===== src/rtl/acl_pkg.sv =====
package acl_pkg;
	// ==========================================
	// register map (word offsets, decoded from address bits 5:2)
	localparam logic [3:0] OFS_CTRL = 4'h0;
	localparam logic [3:0] OFS_CFG = 4'h1;
	localparam logic [3:0] OFS_RESULT = 4'h2;
	localparam logic [3:0] OFS_STATUS = 4'h3;
	localparam logic [3:0] OFS_MASK = 4'h4;
	localparam logic [3:0] OFS_PINCTL = 4'h5;
	localparam int ADDR_W = 6;
	// ==========================================
	// control register fields
	localparam int CTRL_CH_LSB = 0;
	localparam int CTRL_CH_W = 5;
	localparam int CTRL_CONT = 5;
	localparam int CTRL_HWTRG = 6;
	localparam int CTRL_IEN = 7;
	localparam int CTRL_START = 8;
	localparam int CTRL_EN = 9;
	// ==========================================
	// config register fields
	localparam int CFG_DIV_LSB = 0;
	localparam int CFG_DIV_W = 2;
	localparam int CFG_ASYNC = 2;
	localparam int CFG_LSMP = 3;
	localparam int CFG_MODE10 = 4;
	localparam int CFG_LPWR = 5;
	// ==========================================
	// status / mask bits
	localparam int ST_DONE = 0;
	localparam int ST_W = 1;
	localparam logic [31:0] BAD_ADDR_DATA = 32'hDEAD_BEEF;
	// ==========================================
	// converter constants
	localparam int NUM_CH = 28;
	localparam int RES_W = 10;
	localparam logic [9:0] FULL10 = 10'h3FF;
	localparam logic [9:0] FULL8 = 10'h0FF;
	localparam logic [9:0] ZERO_CODE = 10'h000;
	// sample phase in half clocks: 3.5 and 23.5 conversion clock cycles
	localparam logic [5:0] SAMP_SHORT_HALF = 6'h07;
	localparam logic [5:0] SAMP_LONG_HALF = 6'h2F;
	localparam int ASYNC_DIV = 4;
	typedef enum logic [1:0] {ACL_IDLE, ACL_SAMPLE, ACL_CONVERT} acl_state_type;
	typedef enum logic [1:0] {PWR_RUN, PWR_LIGHT, PWR_DEEP} acl_pwr_type;
endpackage


===== src/rtl/acl_top.sv =====
// Contract
// - up to 28 analog channels selectable for conversion
// - async conversion clock keeps converting in light stop
// - conversion in progress at light stop entry completes
// - in light stop with the async clock selected, hardware trigger or continuous mode starts conversions
// - each completion sets done flag; enabled interrupt wakes from light stop; only CTRL_IEN wakes, not the mask register
// - converter disables itself on entering either deep stop
// - all registers reset to defaults after deep stop exit
// - config register selects clock source, divider, sample time; low power bit is stored but has no effect
// - 8 or 10 bit, single or continuous, polled or interrupt
// - input at high reference gives full scale code
// - input at low reference gives zero code
// - sampling lasts 3.5 conversion clocks, or 23.5 per long sample
// - pin analog bit disables digital buffer and pullup
// - conversion proceeds even without pin analog bit
//
// Local design decisions: the register addresses and register access over Avalon-MM.
`timescale 1ns/100ps
module acl_top (
	// clock and reset
	input wire logic ref_clk,
	input wire logic rst_n,
	// avalon-mm slave
	input wire logic [acl_pkg::ADDR_W-1:0] avs_address,
	input wire logic avs_read,
	input wire logic avs_write,
	input wire logic [31:0] avs_writedata,
	output logic [31:0] avs_readdata,
	output logic avs_waitrequest,
	// system power state and hardware trigger, from pins
	input wire logic light_stop_state,
	input wire logic deep_stop_state,
	input wire logic deepest_stop_state,
	input wire logic hw_trigger,
	// analog front end
	input wire logic [acl_pkg::RES_W-1:0] analog_sample_code,
	input wire logic at_high_ref,
	input wire logic at_low_ref,
	output logic [4:0] analog_channel_select,
	output logic sample_switch,
	output logic [acl_pkg::NUM_CH-1:0] pin_digital_disable,
	// interrupt / wake
	output logic irq,
	output logic wake_req
);
	import acl_pkg::*;

	// ==========================================
	// input synchronisers
	logic [3:0] sync1_reg;
	logic [3:0] sync2_reg;
	logic trg_prev_reg;
	always_ff @(posedge ref_clk or negedge rst_n) begin
		if (!rst_n) begin
			sync1_reg <= 4'h0;
			sync2_reg <= 4'h0;
			trg_prev_reg <= 1'b0;
		end else begin
			sync1_reg <= {hw_trigger, deepest_stop_state, deep_stop_state, light_stop_state};
			sync2_reg <= sync1_reg;
			trg_prev_reg <= sync2_reg[3];
		end
	end
	logic light_s, deep_s, trg_rise;
	assign light_s = sync2_reg[0];
	assign deep_s = sync2_reg[1] | sync2_reg[2];
	assign trg_rise = sync2_reg[3] & ~trg_prev_reg;

	// ==========================================
	// registers
	logic [9:0] ctrl_reg;
	logic [5:0] converter_config_reg;
	logic [9:0] result_reg;
	logic [ST_W-1:0] status_reg;
	logic [ST_W-1:0] mask_reg;
	logic [NUM_CH-1:0] pinctl_reg;
	logic rd_pend_reg;
	logic [31:0] rdata_reg;
	logic deep_prev_reg;
	logic done_pulse;
	logic start_req;

	logic conversion_done_flag, done_interrupt_enable, long_sample_select, cont_en, conv_en;
	assign conversion_done_flag = status_reg[ST_DONE];
	assign done_interrupt_enable = ctrl_reg[CTRL_IEN];
	assign long_sample_select = converter_config_reg[CFG_LSMP];
	assign cont_en = ctrl_reg[CTRL_CONT];
	assign conv_en = ctrl_reg[CTRL_EN];

	logic wr_hit, rd_hit;
	assign wr_hit = avs_write;
	assign rd_hit = avs_read & ~rd_pend_reg;

	// deep stop wipes all software state; exit finds defaults
	logic wipe;
	assign wipe = deep_s;

	always_ff @(posedge ref_clk or negedge rst_n) begin
		if (!rst_n) begin
			ctrl_reg <= 10'h000;
			converter_config_reg <= 6'h00;
			mask_reg <= 1'b0;
			pinctl_reg <= '0;
		end else if (wipe) begin
			ctrl_reg <= 10'h000;
			converter_config_reg <= 6'h00;
			mask_reg <= 1'b0;
			pinctl_reg <= '0;
		end else begin
			ctrl_reg[CTRL_START] <= 1'b0;
			if (wr_hit && avs_address[5:2] == OFS_CTRL)
				ctrl_reg <= avs_writedata[9:0];
			if (wr_hit && avs_address[5:2] == OFS_CFG)
				converter_config_reg <= avs_writedata[5:0];
			if (wr_hit && avs_address[5:2] == OFS_MASK)
				mask_reg <= avs_writedata[ST_W-1:0];
			if (wr_hit && avs_address[5:2] == OFS_PINCTL)
				pinctl_reg <= avs_writedata[NUM_CH-1:0];
		end
	end

	// analog bit turns off digital buffer and pullup for that pin
	always_ff @(posedge ref_clk or negedge rst_n) begin
		if (!rst_n)
			pin_digital_disable <= '0;
		else
			pin_digital_disable <= pinctl_reg;
	end

	// ==========================================
	// conversion clock enable: bus divider or async source
	logic [3:0] div_cnt_reg;
	logic half_tick;
	logic [3:0] div_lim;
	always_comb begin
		if (converter_config_reg[CFG_ASYNC])
			div_lim = 4'(ASYNC_DIV - 1);
		else
			div_lim = 4'((1 << converter_config_reg[CFG_DIV_LSB+:CFG_DIV_W]) - 1);
	end
	assign half_tick = (div_cnt_reg == div_lim);
	// bus clock gates in light stop unless async clock is in use
	logic clk_alive;
	assign clk_alive = ~light_s | converter_config_reg[CFG_ASYNC];
	// restart the divider on every start so the sample phase spans whole ticks, not a stub
	logic div_restart;
	always_ff @(posedge ref_clk or negedge rst_n) begin
		if (!rst_n)
			div_cnt_reg <= 4'h0;
		else if (half_tick || !clk_alive || div_restart)
			div_cnt_reg <= 4'h0;
		else
			div_cnt_reg <= div_cnt_reg + 4'h1;
	end
	logic tick;
	assign tick = half_tick & clk_alive;

	// ==========================================
	// conversion sequencer
	acl_state_type state_reg;
	logic [5:0] cnt_reg;
	logic [3:0] bit_reg;
	logic [9:0] code_reg;
	logic [4:0] chan_reg;

	always_ff @(posedge ref_clk or negedge rst_n) begin
		if (!rst_n) begin
			state_reg <= ACL_IDLE;
			cnt_reg <= 6'h00;
			bit_reg <= 4'h0;
			code_reg <= 10'h000;
			chan_reg <= 5'h00;
		end else if (wipe || !conv_en) begin
			state_reg <= ACL_IDLE;
			cnt_reg <= 6'h00;
		end else begin
			case (state_reg)
				ACL_IDLE: begin
					if (start_req) begin
						state_reg <= ACL_SAMPLE;
						// every channel converts regardless of pin bit
						chan_reg <= ctrl_reg[CTRL_CH_LSB+:CTRL_CH_W];
						cnt_reg <= long_sample_select ? SAMP_LONG_HALF : SAMP_SHORT_HALF;
					end
				end
				ACL_SAMPLE: begin
					if (tick) begin
						if (cnt_reg == 6'h01) begin
							state_reg <= ACL_CONVERT;
							bit_reg <= converter_config_reg[CFG_MODE10] ? 4'd10 : 4'd8;
						end
						cnt_reg <= cnt_reg - 6'h01;
					end
				end
				ACL_CONVERT: begin
					// light stop entry does not abort this phase
					if (tick) begin
						bit_reg <= bit_reg - 4'h1;
						if (bit_reg == 4'h1) begin
							if (at_high_ref)
								code_reg <= converter_config_reg[CFG_MODE10] ? FULL10 : FULL8;
							else if (at_low_ref)
								code_reg <= ZERO_CODE;
							else if (converter_config_reg[CFG_MODE10])
								code_reg <= analog_sample_code;
							else
								code_reg <= {2'b00, analog_sample_code[9:2]};
							state_reg <= ACL_IDLE;
						end
					end
				end
				default: state_reg <= ACL_IDLE;
			endcase
		end
	end
	assign done_pulse = (state_reg == ACL_CONVERT) && tick && (bit_reg == 4'h1) && conv_en && !wipe;

	// continuous mode relaunches from idle once the result is in
	logic cont_pend_reg;
	always_ff @(posedge ref_clk or negedge rst_n) begin
		if (!rst_n)
			cont_pend_reg <= 1'b0;
		else if (wipe || !cont_en)
			cont_pend_reg <= 1'b0;
		else
			cont_pend_reg <= done_pulse | (cont_pend_reg & state_reg != ACL_IDLE);
	end

	// ==========================================
	// result and done flag (set wins over read clear)
	logic [9:0] result_unused;
	assign result_unused = code_reg;
	always_ff @(posedge ref_clk or negedge rst_n) begin
		if (!rst_n)
			result_reg <= 10'h000;
		else if (wipe)
			result_reg <= 10'h000;
		else if (done_pulse)
			result_reg <= at_high_ref ? (converter_config_reg[CFG_MODE10] ? FULL10 : FULL8) :
				at_low_ref ? ZERO_CODE :
				converter_config_reg[CFG_MODE10] ? analog_sample_code :
				{2'b00, analog_sample_code[9:2]};
	end

	always_ff @(posedge ref_clk or negedge rst_n) begin
		if (!rst_n)
			status_reg <= 1'b0;
		else if (wipe)
			status_reg <= 1'b0;
		else if (done_pulse)
			status_reg[ST_DONE] <= 1'b1;
		else if (rd_hit && avs_address[5:2] == OFS_STATUS)
			status_reg <= 1'b0;
	end

	// interrupt: the flag reaches irq through either the mask register or the per-control enable
	always_ff @(posedge ref_clk or negedge rst_n) begin
		if (!rst_n) begin
			irq <= 1'b0;
			wake_req <= 1'b0;
		end else begin
			irq <= |(status_reg & mask_reg) | (conversion_done_flag & done_interrupt_enable);
			wake_req <= light_s & conversion_done_flag & done_interrupt_enable;
		end
	end

	// ==========================================
	// analog front end drive
	always_ff @(posedge ref_clk or negedge rst_n) begin
		if (!rst_n) begin
			analog_channel_select <= 5'h00;
			sample_switch <= 1'b0;
		end else begin
			analog_channel_select <= chan_reg;
			sample_switch <= (state_reg == ACL_SAMPLE);
		end
	end

	// ==========================================
	// bus slave: writes take one edge, reads two (registered data)
	always_ff @(posedge ref_clk or negedge rst_n) begin
		if (!rst_n) begin
			rd_pend_reg <= 1'b0;
			rdata_reg <= 32'h0000_0000;
		end else begin
			rd_pend_reg <= rd_hit;
			if (rd_hit) begin
				case (avs_address[5:2])
					OFS_CTRL: rdata_reg <= {22'h00_0000, ctrl_reg};
					OFS_CFG: rdata_reg <= {26'h000_0000, converter_config_reg};
					OFS_RESULT: rdata_reg <= {22'h00_0000, result_reg};
					OFS_STATUS: rdata_reg <= {31'h0000_0000, status_reg | {ST_W{done_pulse}}};
					OFS_MASK: rdata_reg <= {31'h0000_0000, mask_reg};
					OFS_PINCTL: rdata_reg <= {4'h0, pinctl_reg};
					default: rdata_reg <= BAD_ADDR_DATA;
				endcase
			end
		end
	end
	assign avs_readdata = rdata_reg;
	assign avs_waitrequest = avs_read & ~rd_pend_reg;

	// continuous restart feeds the start path without software
	logic cont_go;
	assign cont_go = cont_pend_reg & (state_reg == ACL_IDLE);
	// light stop: only trigger or continuous restart (software START bit ignored)
	assign start_req = conv_en && clk_alive && (cont_go ||
		(ctrl_reg[CTRL_HWTRG] ? trg_rise : (ctrl_reg[CTRL_START] && !light_s)));
	assign div_restart = (state_reg == ACL_IDLE) && start_req;
	logic unused_ok;
	assign unused_ok = ^result_unused ^ converter_config_reg[CFG_LPWR] ^ deep_prev_reg;
	always_ff @(posedge ref_clk or negedge rst_n) begin
		if (!rst_n)
			deep_prev_reg <= 1'b0;
		else
			deep_prev_reg <= deep_s;
	end
endmodule // acl_top


===== config.mk =====
export PLATFORM = sky130hd
export DESIGN_NAME = acl_top
export DESIGN_NICKNAME = d
export VERILOG_FILES = /design/src/rtl/acl_pkg.sv /design/src/rtl/acl_top.sv
export SDC_FILE = /design/constraint.sdc
export NUM_CORES = 1
export LEC_CHECK = 0
export ABC_AREA = 1
export BUFFER_PORTS_ARGS = -buffer_cell sky130_fd_sc_hd__buf_2
export CAP_MARGIN = 10
export CORE_MARGIN = 3
export CORE_UTILIZATION = 40
export CTS_CLUSTER_DIAMETER = 60
export CTS_CLUSTER_SIZE = 14
export DETAILED_ROUTE_END_ITERATION = 6
export GPL_TIMING_DRIVEN = 0
export PLACE_DENSITY = 0.68
export SLEW_MARGIN = 30
export SYNTH_ARGS = -nofsm -noshare
export SYNTH_HDL_FRONTEND = slang
export SYNTH_SLANG_ARGS = --single-unit

===== constraint.sdc =====
create_clock -name ref_clk -period 1.7 [get_ports ref_clk]
set_input_delay 0.255 -clock ref_clk [delete_from_list [all_inputs] [get_ports ref_clk]]
set_output_delay 0.255 -clock ref_clk [all_outputs]
set_load 0.05 [all_outputs]

==> flow_summary.toml <==
[clock_network]
cts_sinks = 153
tritoncts = "done"
cts_made_buffers = 17
clkTransAtPathRegs_ps = 70
cts_buffer_depth = 2
h-tree-depth = 4
cts_root_buffer = "clkbuf_16"
clock_latency_ps = 420

[detailed_routing]
vias = 5332
vias_per_cell = 4.96
routed_wl_mm = 16.3
drt-initial-drc-count = 443
drc = 0
ant_nets = 0
wl_per_cell_um = 15.1
drtPass1Iterations = 5

[grt]
grt_pass1_vias = 5148
grt_pass1_wl_mm = 25.9
grt_overflow_total = 0
grt_use_total_pct = 18.6
grt_max_degree = 92
antenna_found_initial = 1

[finish]
num-fill-cells = 1428
syn2layout_area_growth_pct = 29.2
largest_reg_flops = 29
fin_nets = 918
drive_gt1_share_pct = 28.7

[floorplanning]
dieArea_sq_um = 17800
pin_count = 127
die_h_um = 133
core-area_sq_um = 15500
initial_core_util_pct = 41.7
core.rowCount = 45
die_w_um = 133

[power]
power_leakage_nw = 4.13
power.density_nw_per_um2 = 1070
pwr-share-clk_pct = 40.2
p_seq_share_pct = 44.3
switching_share_pct = 30.5
ir_drop_mv = 0.707
switching_power_w = 0.00273
combPwrFrac_pct = 15.4
finalPower_w = 0.00894
p_int_w = 0.00621

[setup_path]
startpoint_type = "flop"
crit_path_end_kind = "flop"
crit_arrival_ps = 2050
path_class = "flop to flop"
cp_max_fo = 7
required_ps = 2060

[synth]
syn_inst = 691
syn_area_per_cell_sq_um = 9.38
synth_seq_area_share_pct = 59.1
ys_ff_latch = 153
yosys_warnings = 0
ys_types = 44
synthesis.nets = 758
netlist_area_sq_um = 6480

[outcome]
outcome = "finished clean"

[sta]
max_freq_mhz = 591
final_hold_viol_count = 0
rsz0062_at_grt = "yes"
drv_slew = 0
whs_ps = 64.7
setup_viol = 0
fin_crit_sh_pct = 99.6
slew_headroom_pct = 65.5
worst_pin_slew_ps = 517
final.min_clock_period_ps = 1690
fin_worst_skew_ps = 6.79

[placement]
dpl.hpwl_mm = 11.5
portBuffers = 119
gp_congestion = 0.835

[worst_hold_path]
hp-class = "primary input to flop"

[flow_run]
maxCapViolations = 0
-- power by group through the flow --
stage	Clock (W)	Sequential [W]	Combinational (W)
6_report	0.00359	0.00396	0.00138
5_1_grt	0.00381	0.00399	0.00149
4_1_cts	0.00365	0.00396	0.00131
3_5_place_dp	0	0.00403	0.00128
3_3_place_gp	0	0.00402	0.00126
2_1_floorplan	0	0.00438	0.000521
-- synth_stat cells, drive strengths merged --
master,number,area (sq um)
o21a,5,37.5
o211ai,3,22.5
ha,9,113
a21oi,37,200
xor2,1,8.76
nand4,5,31.3
o31ai,5,37.5
o2111ai,1,8.76
nor3,3,15.0
a221oi,3,26.3
or2,3,18.8
a211oi,1,7.51
xnor2,2,36.3
a41oi,1,8.76
buf,13,95.1
nor2,59,256
inv,94,355
conb,1,3.75
o21ai,65,348
nand3,53,288
clkbuf,10,37.5
o21bai,1,7.51
dfrtp,153,3830
o22ai,15,93.8
clkinv,4,15.0
nand2,143,567
mux2,1,11.3
-- logic make-up (layout without fill, tap and decap cells) --
group,Yosys count,after routing,synth area share (%)
DFF,153,153,59.1
xor gates and xnor gates,3,3,0.695
buffers and inverters,121,294,7.76
adders and majority gates,9,9,1.74
AOI/OAI and AO/OA,137,137,12.3
and+or+nand+nor,266,266,18.2
other,1,2,0.0579
muxes,1,1,0.174
-- layer usage --
metal | vias to the layer above | routed length [um] | global-route usage (%) | part of all wire [%]
li1 | 2568 | - | - | -
met1 | 2573 | 7180 | 25.0 | 44
met2 | 168 | 7810 | 29.6 | 48
met3 | 21 | 974 | 4.12 | 6.0
met4 | 2 | 322 | 7.03 | 2.0
met5 | - | 13 | 0 | 0.080
-- stage by stage --
stage               setup TNS (ps)  instance area, sq um  std cells  setup WS [ps]  util (%)
floorplan                        0                  6480        691           85.5         -
global placement           -287070                  7340       1021          -1860      47.2
detailed placement           -5000                  7380       1022           -236      47.5
CTS                              0                  8080       1065           6.48      52.0
global route                 -1670                  8370       1075           -121      53.8
finish                           0                  8370       1076           6.96      53.8
-- final timing paths --
path,start,endpoint,slack [ps],depth (start not counted)
hold / removal,avs_writedata[24],pinctl_reg[24],60,3
max in group asynchronous,rst_n,converter_config_reg[2],530,3
hold reg to reg,sync1_reg[2],sync2_reg[2],350,0
min in group asynchronous,rst_n,avs_readdata[4],370,2
setup reg to reg,converter_config_reg[2],result_reg[5],7,10
setup / recovery,converter_config_reg[2],result_reg[5],7,10
-- final cells by class --
type                            instances  area [sq um]  share of cell area (%)
Antenna cell                            1          2.50                  0.0299
Buffer                                 22           145                    1.73
Clock buffer                           18           439                    5.25
Clock inverter                         14           126                    1.51
Inverter                               98           379                    4.53
Multi-Input combinational cell        417          2330                    27.8
Sequential cell                       153          3830                    45.8
Tap cell                              211           264                    3.15
Timing Repair Buffer                  142           852                    10.2
-- critical path, cell delays in order (launching register included) --
cell and delay (ps):
dfrtp_2 460, o21bai_1 180, nand3_2 100, nor2_4 180
nand3_4 150, inv_4 90, nand2_4 70, nand2_8 110
clkbuf_16 160, nand2_2 50, nand2_1 70
-- cell usage in the layout (no fill, tap or decap), types with 3 or more instances in the layout --
| master | Yosys | layout |
|---|---|---|
| a21oi_1 | 35 | 35 |
| buf_2 | 4 | 121 |
| buf_4 | 6 | 21 |
| buf_8 | 1 | 3 |
| clkbuf_1 | 10 | 6 |
| clkbuf_16 | 0 | 19 |
| clkinv_1 | 4 | 3 |
| clkinv_4 | 0 | 3 |
| clkinvlp_4 | 0 | 4 |
| dfrtp_1 | 153 | 151 |
| dlygate4sd3_1 | 0 | 5 |
| ha_1 | 9 | 6 |
| inv_1 | 92 | 89 |
| inv_2 | 1 | 3 |
| inv_6 | 0 | 6 |
| inv_8 | 0 | 3 |
| nand2_1 | 135 | 123 |
| nand2_2 | 6 | 12 |
| nand2_4 | 2 | 7 |
| nand3_1 | 50 | 43 |
| nand3_2 | 2 | 8 |
| nand4_1 | 5 | 5 |
| nor2_1 | 51 | 51 |
| nor2_4 | 3 | 8 |
| o211ai_1 | 3 | 3 |
| o21a_1 | 5 | 5 |
| o21ai_0 | 57 | 57 |
| o21ai_2 | 6 | 6 |
| o22ai_1 | 15 | 15 |
| o31ai_1 | 5 | 5 |
| or2_2 | 3 | 3 |
-- timing repair --
item	in CTS	in global routing
hold endpoints to repair	66	0
resized for setup	13	45
gates cloned	0	2
hold buffers	5	0
pin swaps	3	19
buffers inserted	6	9
setup endpoints to repair	45	38
Note: power is estimated with default switching activity, not from simulation.
